[src/core/adc_pair_consts.svh]
// Constants for the converter pair trigger control block.
// Assumes a 32-bit classic Wishbone slave and byte addresses.
`ifndef ADC_PAIR_CONSTS_SVH
`define ADC_PAIR_CONSTS_SVH

// Register byte offsets
`define OFS_CTRL 4'h0
`define OFS_STAT 4'h4
`define OFS_MASK 4'h8

// Decode and generator layout
`define ADR_DEC_W 4
`define LANE_W 8
`define PWM_GEN_N 4
`define PWM_G1 0
`define PWM_G2 1
`define PWM_G4 3
`define SRC_N 13

// Control register fields
`define SEL_LSB 0
`define SEL_MSB 4
`define SOFT_BIT 5
`define PEND_BIT 6
`define IRQEN_BIT 7
`define CTRL_W 16

// Status and mask fields
`define EV_DONE 0
`define EV_START 1
`define EV_N 2

// Reset values
`define SEL_RST 5'h00
`define EV_RST 2'h0
`define DAT_RST 32'h0000_0000

// Trigger source codes
`define TRG_NONE 5'h00
`define TRG_SOFT 5'h01
`define TRG_GLOBAL 5'h02
`define TRG_SPECIAL 5'h03
`define TRG_PRI1 5'h04
`define TRG_PRI2 5'h05
`define TRG_PRI4 5'h07
`define TRG_TMR1 5'h0c
`define TRG_SEC1 5'h0e
`define TRG_SEC2 5'h0f
`define TRG_SEC4 5'h11
`define TRG_CL1 5'h17
`define TRG_CL2 5'h18
`define TRG_CL4 5'h1a
`define TRG_TMR2 5'h1f

`endif

[src/core/adc_pair_pkg.sv]
// Types for the converter pair trigger control block.
// Assumes nothing beyond a SystemVerilog compiler.
package adc_pair_pkg;

	// Progress of one conversion of the pair
	typedef enum logic [1:0] {
		ST_IDLE = 2'b00,
		ST_WAIT = 2'b01,
		ST_CONV = 2'b10
	} pair_state_t;

endpackage : adc_pair_pkg

[src/core/adc_pair_trigger_control.sv]
// Trigger selection, pending status and interrupt for one input pair.
// Assumes a classic Wishbone master and trigger pulses on clk_i.
`include "adc_pair_consts.svh"

////////////////////////////////////////////////////////////////////
module adc_pair_trigger_control #(
	parameter int ADDR_W = 4,
	parameter int PWM_N = 4
) (
	input wire logic clk_i,
	input wire logic rst_i,
	input wire logic wb_cyc_i,
	input wire logic wb_stb_i,
	input wire logic wb_we_i,
	input wire logic [ADDR_W-1:0] wb_adr_i,
	input wire logic [3:0] wb_sel_i,
	input wire logic [31:0] wb_dat_i,
	output logic [31:0] wb_dat_o,
	output logic wb_ack_o,
	input wire logic tmr1_period_i,
	input wire logic tmr2_period_i,
	input wire logic special_event_i,
	input wire logic global_soft_i,
	input wire logic [PWM_N-1:0] pwm_primary_i,
	input wire logic [PWM_N-1:0] pwm_secondary_i,
	input wire logic [PWM_N-1:0] pwm_limit_i,
	input wire logic conv_busy_i,
	input wire logic conv_done_i,
	output logic conv_start_o,
	output logic pair_pending_o,
	output logic irq_o
);

	////////////////////////////////////////////////////////////////
	// Parameter checks

	// Offsets decode from four address bits; generators 1, 2 and 4 sit on bits 0, 1 and 3
	generate
		if (ADDR_W < `ADR_DEC_W) begin : g_bad_addr_w
			$error("ADDR_W must be at least 4");
		end
		if (PWM_N != `PWM_GEN_N) begin : g_bad_pwm_n
			$error("PWM_N must be 4");
		end
		// Byte lane 0 alone gates writes, so every control field must sit in it
		if (`IRQEN_BIT >= `LANE_W) begin : g_bad_layout
			$error("Control fields must lie in byte lane 0");
		end
	endgenerate

	////////////////////////////////////////////////////////////////
	// Register state

	logic [4:0] pair_trigger_select;
	logic pair_soft_trigger;
	logic pair_irq_enable;
	logic [`EV_N-1:0] ev_status;
	logic [`EV_N-1:0] ev_mask;
	adc_pair_pkg::pair_state_t state;
	adc_pair_pkg::pair_state_t next_state;

	////////////////////////////////////////////////////////////////
	// Bus decode

	// Ack masks the request for a cycle, so a held strobe is taken every other cycle
	wire bus_req = wb_cyc_i & wb_stb_i & ~wb_ack_o;
	wire bus_wr = bus_req & wb_we_i;
	wire [`ADR_DEC_W-1:0] reg_ofs = wb_adr_i[`ADR_DEC_W-1:0];
	wire hit_ctrl = (reg_ofs == `OFS_CTRL);
	wire hit_stat = (reg_ofs == `OFS_STAT);
	wire hit_mask = (reg_ofs == `OFS_MASK);
	wire wr_ctrl = bus_wr & hit_ctrl & wb_sel_i[0];
	wire wr_stat = bus_wr & hit_stat & wb_sel_i[0];
	wire wr_mask = bus_wr & hit_mask & wb_sel_i[0];

	////////////////////////////////////////////////////////////////
	// Readback

	wire pair_pending_flag = (state != adc_pair_pkg::ST_IDLE);

	wire [`CTRL_W-1:0] ctrl_view = {
		{(`CTRL_W - 8){1'b0}},
		pair_irq_enable,
		pair_pending_flag,
		pair_soft_trigger,
		pair_trigger_select
	};

	// Each register sits in the low bits of its word; the rest reads zero
	wire [31:0] ctrl_word = {{(32 - `CTRL_W){1'b0}}, ctrl_view};
	wire [31:0] stat_word = {{(32 - `EV_N){1'b0}}, ev_status};
	wire [31:0] mask_word = {{(32 - `EV_N){1'b0}}, ev_mask};

	// Unmapped offsets read as zero and still get an ack
	wire [31:0] rd_data =
		hit_ctrl ? ctrl_word :
		hit_stat ? stat_word :
		hit_mask ? mask_word :
		`DAT_RST;

	////////////////////////////////////////////////////////////////
	// Trigger source selection

	wire [4:0] sel = pair_trigger_select;

	// soft bit permitted
	// Accepted with individual or global selection alike
	wire soft_ok = pair_soft_trigger &
		((sel == `TRG_SOFT) | (sel == `TRG_GLOBAL));

	////////////////////////////////////////////////////////////////
	// Source pick table

	// One pick line per listed code; every other code picks nothing
	wire [`SRC_N-1:0] src_pick;
	wire [`SRC_N-1:0] src_event;

	assign src_pick[0] = (sel == `TRG_TMR2);
	assign src_event[0] = tmr2_period_i;
	assign src_pick[1] = (sel == `TRG_TMR1);
	assign src_event[1] = tmr1_period_i;

	assign src_pick[2] = (sel == `TRG_CL4);
	assign src_event[2] = pwm_limit_i[`PWM_G4];
	assign src_pick[3] = (sel == `TRG_CL2);
	assign src_event[3] = pwm_limit_i[`PWM_G2];
	assign src_pick[4] = (sel == `TRG_CL1);
	assign src_event[4] = pwm_limit_i[`PWM_G1];

	assign src_pick[5] = (sel == `TRG_SEC4);
	assign src_event[5] = pwm_secondary_i[`PWM_G4];
	assign src_pick[6] = (sel == `TRG_SEC2);
	assign src_event[6] = pwm_secondary_i[`PWM_G2];
	assign src_pick[7] = (sel == `TRG_SEC1);
	assign src_event[7] = pwm_secondary_i[`PWM_G1];

	assign src_pick[8] = (sel == `TRG_PRI4);
	assign src_event[8] = pwm_primary_i[`PWM_G4];
	assign src_pick[9] = (sel == `TRG_PRI2);
	assign src_event[9] = pwm_primary_i[`PWM_G2];
	assign src_pick[10] = (sel == `TRG_PRI1);
	assign src_event[10] = pwm_primary_i[`PWM_G1];

	assign src_pick[11] = (sel == `TRG_SPECIAL);
	assign src_event[11] = special_event_i;
	assign src_pick[12] = (sel == `TRG_GLOBAL);
	assign src_event[12] = global_soft_i;

	// reserved codes idle
	// Code zero and the reserved codes have no pick line, so no event gets through
	wire sel_event = |(src_pick & src_event);

	// A source held high retriggers as soon as the pair returns to idle
	wire trigger = sel_event | soft_ok;

	////////////////////////////////////////////////////////////////
	// Conversion sequence

	// Source pulses that arrive while pending or converting are dropped; a soft bit set then is kept until idle
	// pending on trigger
	wire pend_set = (state == adc_pair_pkg::ST_IDLE) & trigger;
	wire go_conv = (state == adc_pair_pkg::ST_WAIT) & ~conv_busy_i;
	// Done counts only while converting, so a stray pulse cannot end a wait
	wire done_ev = (state == adc_pair_pkg::ST_CONV) & conv_done_i;

	always_comb begin
		next_state = state;
		unique case (state)
			adc_pair_pkg::ST_IDLE: begin
				if (pend_set) begin
					next_state = adc_pair_pkg::ST_WAIT;
				end
			end
			adc_pair_pkg::ST_WAIT: begin
				if (go_conv) begin
					next_state = adc_pair_pkg::ST_CONV;
				end
			end
			adc_pair_pkg::ST_CONV: begin
				if (conv_done_i) begin
					next_state = adc_pair_pkg::ST_IDLE;
				end
			end
			default: begin
				next_state = adc_pair_pkg::ST_IDLE;
			end
		endcase
	end

	always_ff @(posedge clk_i) begin
		if (rst_i) begin
			state <= adc_pair_pkg::ST_IDLE;
		end else begin
			state <= next_state;
		end
	end

	////////////////////////////////////////////////////////////////
	// Control register

	// A software write of one wins over the hardware clear
	// self-clearing soft bit
	wire soft_write = wr_ctrl & wb_dat_i[`SOFT_BIT];
	wire soft_keep = pair_soft_trigger & ~pend_set & ~wr_ctrl;
	wire next_soft = soft_write | soft_keep;

	wire [4:0] next_select = wr_ctrl ? wb_dat_i[`SEL_MSB:`SEL_LSB] : pair_trigger_select;
	wire next_irq_enable = wr_ctrl ? wb_dat_i[`IRQEN_BIT] : pair_irq_enable;

	always_ff @(posedge clk_i) begin
		if (rst_i) begin
			pair_trigger_select <= `SEL_RST;
		end else begin
			pair_trigger_select <= next_select;
		end
	end

	always_ff @(posedge clk_i) begin
		if (rst_i) begin
			pair_irq_enable <= 1'b0;
		end else begin
			pair_irq_enable <= next_irq_enable;
		end
	end

	always_ff @(posedge clk_i) begin
		if (rst_i) begin
			pair_soft_trigger <= 1'b0;
		end else begin
			pair_soft_trigger <= next_soft;
		end
	end

	////////////////////////////////////////////////////////////////
	// Interrupt status, write one to clear

	wire [`EV_N-1:0] ev_in = {pend_set, done_ev & pair_irq_enable};
	wire [`EV_N-1:0] ev_clr = wr_stat ? wb_dat_i[`EV_N-1:0] : `EV_RST;
	wire [`EV_N-1:0] next_status;

	genvar gi;
	generate
		for (gi = 0; gi < `EV_N; gi++) begin : g_ev
			// New event beats a clear in the same cycle
			assign next_status[gi] = ev_in[gi] |
				(ev_status[gi] & ~ev_clr[gi]);
		end
	endgenerate

	wire [`EV_N-1:0] next_mask = wr_mask ? wb_dat_i[`EV_N-1:0] : ev_mask;

	always_ff @(posedge clk_i) begin
		if (rst_i) begin
			ev_status <= `EV_RST;
		end else begin
			ev_status <= next_status;
		end
	end

	always_ff @(posedge clk_i) begin
		if (rst_i) begin
			ev_mask <= `EV_RST;
		end else begin
			ev_mask <= next_mask;
		end
	end

	////////////////////////////////////////////////////////////////
	// Request output

	// request output
	// Built from the next values so irq_o rises with the status bit, not a cycle later
	wire next_irq = |(next_status & next_mask);

	////////////////////////////////////////////////////////////////
	// Registered outputs

	// Read data is zero outside the ack cycle so a late sample sees nothing stale
	wire [31:0] next_dat = bus_req ? rd_data : `DAT_RST;
	wire next_pending = (next_state != adc_pair_pkg::ST_IDLE);

	always_ff @(posedge clk_i) begin
		if (rst_i) begin
			wb_ack_o <= 1'b0;
			wb_dat_o <= `DAT_RST;
		end else begin
			wb_ack_o <= bus_req;
			wb_dat_o <= next_dat;
		end
	end

	always_ff @(posedge clk_i) begin
		if (rst_i) begin
			conv_start_o <= 1'b0;
		end else begin
			conv_start_o <= go_conv;
		end
	end

	always_ff @(posedge clk_i) begin
		if (rst_i) begin
			pair_pending_o <= 1'b0;
		end else begin
			pair_pending_o <= next_pending;
		end
	end

	always_ff @(posedge clk_i) begin
		if (rst_i) begin
			irq_o <= 1'b0;
		end else begin
			irq_o <= next_irq;
		end
	end

endmodule : adc_pair_trigger_control

[config.mk]
export PLATFORM = sky130hd
export DESIGN_NAME = adc_pair_trigger_control
export DESIGN_NICKNAME = d
export VERILOG_FILES = /design/src/core/adc_pair_pkg.sv /design/src/core/adc_pair_trigger_control.sv
export VERILOG_INCLUDE_DIRS = /design/src /design/src/core
export SDC_FILE = /design/constraint.sdc
export NUM_CORES = 1
export LEC_CHECK = 0
export BUFFER_PORTS_ARGS = -buffer_cell sky130_fd_sc_hd__buf_2
export CAP_MARGIN = 20
export CORE_MARGIN = 5
export CORE_UTILIZATION = 40
export DETAILED_ROUTE_END_ITERATION = 7
export PLACE_DENSITY = 0.89
export SYNTH_ARGS = -nofsm -noshare
export SYNTH_HDL_FRONTEND = slang
export SYNTH_SLANG_ARGS = --single-unit
export TNS_END_PERCENT = 50
[constraint.sdc]
create_clock -name clk_i -period 2 [get_ports clk_i]
set_input_delay 0.4 -clock clk_i [delete_from_list [all_inputs] [get_ports clk_i]]
set_output_delay 0.4 -clock clk_i [all_outputs]
set_load 0.05 [all_outputs]
==> results of run 1 <==
stage by stage:
stage	std cells	hold WS, ps	cell area, um2	worst slack (ps)	utilization
final	241	314	1530	194	0.466
after global routing	241	285	1530	17.7	0.466
after CTS	241	311	1530	201	0.466
after detailed placement	237	474	1500	159	0.458
after global placement	237	471	1500	156	0.458
after floorplan	177	444	1430	144	-
power by group through the flow:
stage / combinational, mW / sequential (mW) / clock, mW
after floorplan: 0.159 / 0.516 / 0
after global routing: 0.177 / 0.502 / 0.254
final: 0.167 / 0.501 / 0.218
after CTS: 0.166 / 0.501 / 0.223
after detailed placement: 0.166 / 0.512 / 0
after global placement: 0.164 / 0.512 / 0
registers in the layout (all words and copies together), names as in the netlist:
register,flops
wb_dat_o,8
pair_trigger_select,5
ev_mask,2
ev_status,2
state,2
conv_start_o,1
irq_o,1
pair_irq_enable,1
pair_pending_o,1
pair_soft_trigger,1
wb_ack_o,1
worst max path at each step:
stage | slack, ps | start | to
2_1_floorplan | 140 | wb_ack_o$_SDFF_PP0_ | irq_o$_SDFF_PP0_
3_3_place_gp | 160 | wb_stb_i | irq_o$_SDFF_PP0_
3_5_place_dp | 160 | wb_stb_i | irq_o$_SDFF_PP0_
4_1_cts | 200 | pair_trigger_select[1]$_SDFFE_PP0P_ | ev_status[1]$_SDFF_PP0_
5_1_grt | 20 | pair_trigger_select[1]$_SDFFE_PP0P_ | pair_soft_trigger$_SDFF_PP0_
6_report | 190 | pair_trigger_select[1]$_SDFFE_PP0P_ | ev_status[1]$_SDFF_PP0_
layout make-up:
class | instances | area (um2) | share of cell area
repair buffers | 45 | 230 | 0.150
flip-flops and latches | 25 | 500 | 0.327
clock buffers | 4 | 26.3 | 0.0172
inverters | 1 | 3.75 | 0.00245
well taps | 46 | 57.6 | 0.0376
multi-input cells | 120 | 712 | 0.465
metal layers:
| metal | wire, um | track usage | vias to the layer above |
|---|---|---|---|
| met2 | 1350 | 0.202 | 36 |
| li1 | - | - | 573 |
| met5 | 0 | 0 | - |
| met1 | 1020 | 0.127 | 518 |
| met4 | 42 | 0.0447 | 0 |
| met3 | 251 | 0.0345 | 5 |
cells in the final DEF (no fill, tap or decap), drive strengths merged, types with 5 or more instances in the layout:
| cell | n |
|---|---|
| conb | 24 |
| and2 | 5 |
| dfxtp | 25 |
| nand3 | 5 |
| buf | 45 |
| nand2 | 5 |
| mux2i | 8 |
| o21ai | 6 |
| nand2b | 7 |
| nor3 | 5 |
| nor2 | 18 |
logic make-up after synthesis:
group / Yosys count / share of synthesized area
mux: 8 / 0.0596
simple gates: 64 / 0.278
compound gates: 24 / 0.126
buf+inv: 32 / 0.161
flops: 25 / 0.373
other cells: 1 / 0.00279
==> metrics.md, run 1 <==
| Metric | Value |
|---|---|
| Row cnt | 21 |
| Status | finished, final reports clean |
| Count of final setup violators | 0 |
| All-layer global routing usage | 0.114 |
| Post-CTS Setup Bufs | 0 |
| Clock Pin Slew Worst Setup and Hold Paths | 130 ps |
| Core footprint | 3280 um2 |
| Hold Crit Depth | 2 |
| Max Freq | 554 MHz |
| Synth Instances | 154 |
| Top delay family on crit path | compound AO/OA/AOI/OAI gates |
| Synth area leader | dfxtp_1 |
| Die X-Extent | 67.9 um |
| # clock sinks | 25 |
| CP arrival | 2020 ps |
| Mapped cell area | 1340 um2 |
| Clk pwr share | 0.246 |
| P per Cell Area | 579 nW/um2 |
| Post-synthesis area per instance | 8.72 um2 |
| Cells along the critical path | nor2b_1 > o211a_1 > a221oi_1 > a21o_1 > nand3_1 > a31o_2 |
| Global-route wire length before repair | 4060 um |
| Warning count from the yosys run | 0 |
| Reg2reg end | ev_status[1]$_SDFF_PP0_ |
| Share of the synthesized area in the top cell type | 0.373 |
| LEAKAGE | 0.706 nW |
| Layout cells sized above 1 | 0.272 |
| Post-synth top cells | dfxtp_1 (25), buf_4 (24), nor2_1 (16) |
| Startpoint Class | register |
| Final antenna-violating net count | 0 |
| Ys flop type | dfxtp_1 |
| Sequential power share | 0.566 |
| Drt wl/cell | 11.0 um |
| Synth top area cells | dfxtp_1 (37%), buf_4 (13%), mux2i_1 (6.0%) |
| Tcrit/Tclk final | 0.903 |
| Fin nets | 259 |
| Die area | 4620 um2 |
| Setup TNS | 0 ps |
| Pin count of the biggest net entering global routing | 20 |
| Critical path class | reg -> reg |
| Max-slew violations | 0 |
| Hold Startpoint | wb_adr_i[3] |
| DRT Pass-1 Iters | 4 |
| Diode count | 0 |
| CTS tree | done |
| WP depth | 6 |
| Register bit total from synthesis | 25 |
| Num CTS Buffers | 3 |
| Power, Total | 0.886 mW |
| Register-to-register path setup slack | 190 ps |
| Hpwl dp | 2150 um |
| Clock buffer depth | 2 |
| Setup clock skew after layout | 13.0 ps |
| Port Buffer Count | 43 |
| Distinct cells, synth | 44 |
| DR vias/cell | 4.70 |
| RR Startpoint | pair_trigger_select[1]$_SDFFE_PP0P_ |
| Number of max-cap violations | 0 |
| Comb pwr share | 0.188 |
| Initial core utilization | 0.409 |
| FF-to-FF path depth | 6 |
| Layout fillers | 329 |
| Post-synth EDFFs | 0 |
| Internal | 0.612 mW |
| Final Hold Viols | 0 |
| Net Switching | 0.274 mW |
| Most frequent cell after synthesis | dfxtp_1 |
| Fin crit period | 1810 ps |
| Register area share after synthesis | 0.373 |
| Post_cts resized | 0 |
| I/O pin count | 99 |
| Root Buffer | clkbuf_4 |
| Die height | 67.9 um |
| Vias in the first global route | 982 |
| Post-CTS Hold Fix Bufs | 0 |
| Largest stage delay, worst path | 590 ps |
| Slowest-stage cell, CP | dfxtp_1 |
| Residual DRC | 0 |
| Hold Crit Class | in -> reg |
| Area grow syn2layout | 14.0% |
| Worst skew pair latency | 320 ps |
| Worst vdd ir | 0.000184 V |
| Critical Path End Type | register |
| Total gr overflow | 0 |
| Initial antenna violation count | 0 |
| CP required | 2210 ps |
| RSZ-0062 raised after global routing | no |
| Drt total wl | 2660 um |
| H-tree levels | 1 |
| Via count | 1,132 |
| Starting DRT DRC Count | 42 |
| GPL Wtd Cong | 0.878 |
| Hold Path Sink | wb_dat_o[0]$_SDFF_PP0_ |
| Bufs and invs on worst path | 0 |
| Net Sw Frac | 0.309 |
| FFs w/ async S/R, synth | 0 |
| CP max FO | 13 |
No activity file was read; power rests on OpenSTA's default activity.
==> run 2: changes to the inputs <==
--- a/config.mk
+++ b/config.mk
@@ -8,10 +8,12 @@
 export LEC_CHECK = 0
 export BUFFER_PORTS_ARGS = -buffer_cell sky130_fd_sc_hd__buf_2
 export CAP_MARGIN = 20
+export CELL_PAD_IN_SITES_DETAIL_PLACEMENT = 0
+export CELL_PAD_IN_SITES_GLOBAL_PLACEMENT = 2
 export CORE_MARGIN = 5
-export CORE_UTILIZATION = 40
+export CORE_UTILIZATION = 20
 export DETAILED_ROUTE_END_ITERATION = 7
-export PLACE_DENSITY = 0.89
+export PLACE_DENSITY = 0.87
 export SYNTH_ARGS = -nofsm -noshare
 export SYNTH_HDL_FRONTEND = slang
 export SYNTH_SLANG_ARGS = --single-unit
==> metrics.md, run 2 (synthesis results as in run 1) <==
| Metric | Value |
|---|---|
| Cells along the critical path | nand3b_4 > or2_1 > and4bb_1 > mux2i_1 > nor3_1 > a31o_1 |
| Port Buffer Count | 43 (unchanged) |
| Count of final setup violators | 0 (unchanged) |
| Clock buffer depth | 2 (unchanged) |
| Hold Crit Depth | 3 (+1) |
| CP max FO | 4 (-9) |
| Worst vdd ir | 0.000157 V (-15%) |
| Reg2reg end | irq_o$_SDFF_PP0_ |
| Root Buffer | clkbuf_8 |
| DR vias/cell | 4.15 (-12%) |
| Residual DRC | 0 (unchanged) |
| All-layer global routing usage | 0.0743 (-0.0400) |
| Setup TNS | 0 ps (unchanged) |
| Highest-count cells in the layout ignoring fill and taps | buf_2 (43), dfxtp_1 (25), conb_1 (24) |
| Starting DRT DRC Count | 38 (-9.5%) |
| Status | finished, final reports clean |
| GPL Wtd Cong | 0.727 (-17%) |
| Post_cts resized | 0 (unchanged) |
| Bufs and invs on worst path | 0 (unchanged) |
| Hold Crit Class | in -> reg |
| Pin count of the biggest net entering global routing | 20 (unchanged) |
| Critical path class | reg -> reg |
| RR Startpoint | wb_ack_o$_SDFF_PP0_ |
| Drt wl/cell | 11.9 um (+7.5%) |
| Core footprint | 6420 um2 (+96%) |
| Die area | 8450 um2 (+83%) |
| CP arrival | 1910 ps (-110 ps) |
| Layout cells sized above 1 | 0.281 (+0.00882) |
| Placed Instances | 269 (+14%) |
| Layout fillers | 720 (+120%) |
| Via count | 1,132 (unchanged) |
| Hold Path Sink | pair_irq_enable$_SDFFE_PP0P_ |
| Post-CTS Hold Fix Bufs | 0 (unchanged) |
| Slowest-stage cell, CP | and4bb_1 |
| Critical Path End Type | register |
| Fin crit period | 1730 ps (-72.1 ps) |
| Hold Startpoint | wb_dat_i[7] |
| Max Freq | 577 MHz (+4.2%) |
| Drt total wl | 3240 um (+22%) |
| H-tree levels | 1 (unchanged) |
| Finished Layout Cells | 273 (+13%) |
| Post-CTS Setup Bufs | 0 (unchanged) |
| Final Hold Viols | 0 (unchanged) |
| CP required | 2180 ps (-30 ps) |
| Final antenna-violating net count | 0 (unchanged) |
| Num CTS Buffers | 3 (unchanged) |
| Setup clock skew after layout | 8.38 ps (-4.59 ps) |
| Tcrit/Tclk final | 0.867 (-0.0360) |
| Die height | 91.9 um (+35%) |
| Largest stage delay, worst path | 350 ps (-240 ps) |
| Total gr overflow | 0 (unchanged) |
| Max reg flops | 8 (unchanged) |
| Number of max-cap violations | 0 (unchanged) |
| Initial core utilization | 0.209 (-0.200) |
| DRT Pass-1 Iters | 4 (unchanged) |
| Die X-Extent | 91.9 um (+35%) |
| Top delay family on crit path | simple AND/OR/NAND/NOR gates |
| Row cnt | 29 (+38%) |
| Hpwl dp | 2640 um (+23%) |
| Final hold slack | 356 ps (+41.4 ps) |
| Vias in the first global route | 1,077 (+9.7%) |
| Power, Total | 0.977 mW (+10%) |
| RSZ-0062 raised after global routing | no |
| Initial antenna violation count | 1 (+1) |
| Clock Pin Slew Worst Setup and Hold Paths | 90 ps (-40 ps) |
| Area grow syn2layout | 19.1% |
| FF-to-FF path depth | 6 (unchanged) |
| Top flop regs | wb_dat_o x8, pair_trigger_select x5 |
| Commonest non-fill, non-tap cell in the layout | buf_2 |
| Worst skew pair latency | 270 ps (-50 ps) |
| Global-route wire length before repair | 4950 um (+22%) |
| Diode count | 0 (unchanged) |
| Crit. Startpoint | wb_ack_o$_SDFF_PP0_ |
| Startpoint Class | register |
| P per Cell Area | 611 nW/um2 (+5.5%) |
| Register-to-register path setup slack | 270 ps (+70 ps) |
| Largest Register | wb_dat_o |
| Max-slew violations | 0 (unchanged) |
| LEAKAGE | 0.719 nW (+1.7%) |
| Multi-input logic area | 712 um2 (unchanged) |
| Seq. cell area | 500 um2 (unchanged) |
| I/O pin count | 99 (unchanged) |
| Fin nets | 260 (+0.39%) |
| # clock sinks | 25 (unchanged) |
| CTS tree | done |
==> run 2: cell types whose count changed in the layout (fill, tap and decap cells not counted), sizes merged <==
cell | before | now
clkinvlp | 0 | 1
buf | 45 | 46
clkbuf | 4 | 3
==> run 2: per-stage QoR <==
stage	utilization	setup WS (ps)	area, um2
after floorplan	-	144	1430
after global placement	0.241	133	1550
after detailed placement	0.241	137	1550
after CTS	0.249	241	1600
after global routing	0.249	62.9	1600
final	0.249	266	1600
==> run 2: cell type report <==
cell class,instances,area share
multi-input cells,120,0.445
flip-flops and latches,25,0.313
repair buffers,46,0.149
well taps,77,0.0603
clock buffers,3,0.0258
clock inverters,1,0.00469
inverters,1,0.00235
==> run 2: worst max-delay path by stage <==
stage                                         to  cells past startpoint  slack (ps)
detailed placement              irq_o$_SDFF_PP0_                      7         140
finish                          irq_o$_SDFF_PP0_                      6         270
global route        pair_soft_trigger$_SDFF_PP0_                      6          60
global placement                irq_o$_SDFF_PP0_                      7         130
floorplan                       irq_o$_SDFF_PP0_                      6         140
CTS                             irq_o$_SDFF_PP0_                      6         240
==> run 2: layer usage <==
metal  vias up  wire, um  global-route usage
met2        41      1530               0.130
met4         2        53              0.0371
met1       509      1310              0.0775
met5         -        20                   0
met3         6       321              0.0286
li1        574         -                   -
==> run 2: worst register-to-register path: stages (launching register included) <==
cell and delay, ps:
dfxtp_1 320, nand3b_4 160, or2_1 290, and4bb_1 350, mux2i_1 270, nor3_1 70, a31o_1 190
==> run 2: power by group <==
| group | switching (mW) | leakage (nW) | internal (mW) |
|---|---|---|---|
| registers | 0.00143 | 0.201 | 0.499 |
| clock network | 0.167 | 0.0217 | 0.141 |
| logic | 0.134 | 0.495 | 0.0346 |
==> run 3: changes to the inputs <==
--- a/config.mk
+++ b/config.mk
@@ -9,11 +9,12 @@
 export BUFFER_PORTS_ARGS = -buffer_cell sky130_fd_sc_hd__buf_2
 export CAP_MARGIN = 20
 export CELL_PAD_IN_SITES_DETAIL_PLACEMENT = 0
-export CELL_PAD_IN_SITES_GLOBAL_PLACEMENT = 2
+export CELL_PAD_IN_SITES_GLOBAL_PLACEMENT = 1
 export CORE_MARGIN = 5
-export CORE_UTILIZATION = 20
+export CORE_UTILIZATION = 27
 export DETAILED_ROUTE_END_ITERATION = 7
-export PLACE_DENSITY = 0.87
+export PLACE_DENSITY = 0.88
+export RECOVER_POWER = 25
 export SYNTH_ARGS = -nofsm -noshare
 export SYNTH_HDL_FRONTEND = slang
 export SYNTH_SLANG_ARGS = --single-unit
==> metrics.md, run 3 (synthesis results as in run 1) <==
| Metric | Value |
|---|---|
| Status | finished, final reports clean |
| DRT Pass-1 Iters | 4 (unchanged) |
| Critical Path End Type | register |
| Top flop regs | wb_dat_o x8, pair_trigger_select x5 |
| Pin count of the biggest net entering global routing | 20 (unchanged) |
| Power, Total | 0.970 mW (-0.72%) |
| Die height | 80.5 um (-12%) |
| Largest stage delay, worst path | 520 ps (+170 ps) |
| Placed inst area | 1540 um2 (-0.81%) |
| Hold Crit Class | in -> reg |
| Register-to-register path setup slack | 240 ps (-30 ps) |
| # clock sinks | 25 (unchanged) |
| H-tree levels | 1 (unchanged) |
| Slowest-stage cell, CP | dfxtp_1 |
| CP max FO | 9 (+5) |
| Clock Pin Slew Worst Setup and Hold Paths | 90 ps (about the same) |
| Final antenna-violating net count | 0 (unchanged) |
| Row cnt | 25 (-14%) |
| Top delay family on crit path | compound AO/OA/AOI/OAI gates |
| DR vias/cell | 4.27 (+3.1%) |
| Bufs and invs on worst path | 0 (unchanged) |
| Worst vdd ir | 0.000240 V (+53%) |
| Total gr overflow | 0 (unchanged) |
| CP required | 2180 ps (about the same) |
| Cells along the critical path | nor2b_1 > o211a_1 > a221oi_1 > a21o_1 > nand4b_1 > and3_1 |
| Design Area, Final | 1580 um2 (-1.4%) |
| Layout fillers | 539 (-25%) |
| Area grow syn2layout | 17.4% |
| Setup clock skew after layout | 3.51 ps (-4.88 ps) |
| Initial core utilization | 0.281 (+0.0715) |
| Final hold slack | 358 ps (+2.57 ps) |
| Fin nets | 260 (unchanged) |
| Num CTS Buffers | 3 (unchanged) |
| Post-CTS Hold Fix Bufs | 0 (unchanged) |
| Global-route wire length before repair | 4650 um (-6.0%) |
| Core footprint | 4790 um2 (-25%) |
| Number of max-cap violations | 0 (unchanged) |
| Starting DRT DRC Count | 51 (+34%) |
| Vias in the first global route | 1,058 (-1.8%) |
| Dpl ws | 120 ps (-16.8 ps) |
| Drt wl/cell | 11.4 um (-3.8%) |
| Layout cells sized above 1 | 0.250 (-0.0306) |
| Drt total wl | 3000 um (-7.3%) |
| Setup TNS | 0 ps (unchanged) |
| Seq. cell area | 500 um2 (unchanged) |
| Hpwl dp | 2410 um (-8.5%) |
| Slew @ Worst Pin | 599 ps |
| CP arrival | 1940 ps (+30 ps) |
| I/O pin count | 99 (unchanged) |
| Critical path class | reg -> reg |
| Die X-Extent | 80.5 um (-12%) |
| Final Hold Viols | 0 (unchanged) |
| GPL Wtd Cong | 0.825 (+13%) |
| Fin util | 0.329 (+0.0804) |
| Initial antenna violation count | 0 (-1) |
| Worst skew pair latency | 270 ps (about the same) |
| CTS tree | done |
| Max Freq | 567 MHz (-1.7%) |
| Commonest non-fill, non-tap cell in the layout | buf_2 |
| Clock buffer depth | 2 (unchanged) |
| Placed Instances | 259 (-3.7%) |
| Count of final setup violators | 0 (unchanged) |
| Residual DRC | 0 (unchanged) |
| Port Buffer Count | 43 (unchanged) |
| Rel. slew slack | 0.602 |
| Max-slew violations | 0 (unchanged) |
| LEAKAGE | 0.696 nW (-3.2%) |
| Max reg flops | 8 (unchanged) |
| Tcrit/Tclk final | 0.882 (+0.0146) |
| Diode count | 0 (unchanged) |
| Post_cts resized | 0 (unchanged) |
| Finished Layout Cells | 263 (-3.7%) |
| Final setup margin | 236 ps (-29.2 ps) |
| All-layer global routing usage | 0.0906 (+0.0163) |
| Largest Register | wb_dat_o |
| Startpoint Class | register |
| RSZ-0062 raised after global routing | no |
| Root Buffer | clkbuf_8 |
| Post-CTS Setup Bufs | 0 (unchanged) |
| Via count | 1,124 (-0.71%) |
| Multi-input logic area | 712 um2 (unchanged) |
| Fin crit period | 1760 ps (+29.2 ps) |
| Die area | 6480 um2 (-23%) |
| Highest-count cells in the layout ignoring fill and taps | buf_2 (37), dfxtp_1 (25), conb_1 (24) |
| P per Cell Area | 615 nW/um2 (+0.70%) |
## run 3: cell count changes in the layout (fill, tap and decap cells not counted)
cell,delta
clkinvlp_4,-1
buf_2,-6
clkinv_2,+1
clkbuf_1,+6
## run 3: final cells by class
class,instances,area share
sequential,25,0.317
clock buffer,3,0.0262
timing repair buffer,46,0.146
multi-input combinational,120,0.452
inverter,1,0.00238
tap,67,0.0532
clock inverter,1,0.00317
## run 3: worst reg2reg max path, stage by stage, from the launching register on
cell	delay [ps]
dfxtp_1	520
nor2b_1	100
o211a_1	240
a221oi_1	290
a21o_1	170
nand4b_1	140
and3_1	210
## run 3: power by group
part	total [mW]	internal (mW)	switching (mW)
Clock	0.302	0.140	0.163
Sequential	0.501	0.499	0.00146
Combinational	0.167	0.0345	0.132
Total	0.970	0.673	0.297
## run 3: worst paths after layout
path / startpoint / to / depth (start not counted)
max: pair_trigger_select[1]$_SDFFE_PP0P_ / state[0]$_SDFF_PP0_ / 6
min: wb_dat_i[3] / pair_trigger_select[3]$_SDFFE_PP0P_ / 3
max reg2reg: pair_trigger_select[1]$_SDFFE_PP0P_ / state[0]$_SDFF_PP0_ / 6
min reg2reg: pair_soft_trigger$_SDFF_PP0_ / wb_dat_o[5]$_SDFF_PP0_ / 1
## run 3: per-layer routing
| metal | track usage | routed length, um | part of all wire | vias to the layer above |
|---|---|---|---|---|
| li1 | - | - | - | 577 |
| met1 | 0.115 | 1240 | 0.41 | 496 |
| met2 | 0.145 | 1400 | 0.47 | 46 |
| met3 | 0.0213 | 300 | 0.10 | 5 |
| met4 | 0.0405 | 64 | 0.021 | 0 |
| met5 | 0 | 0 | 0 | - |
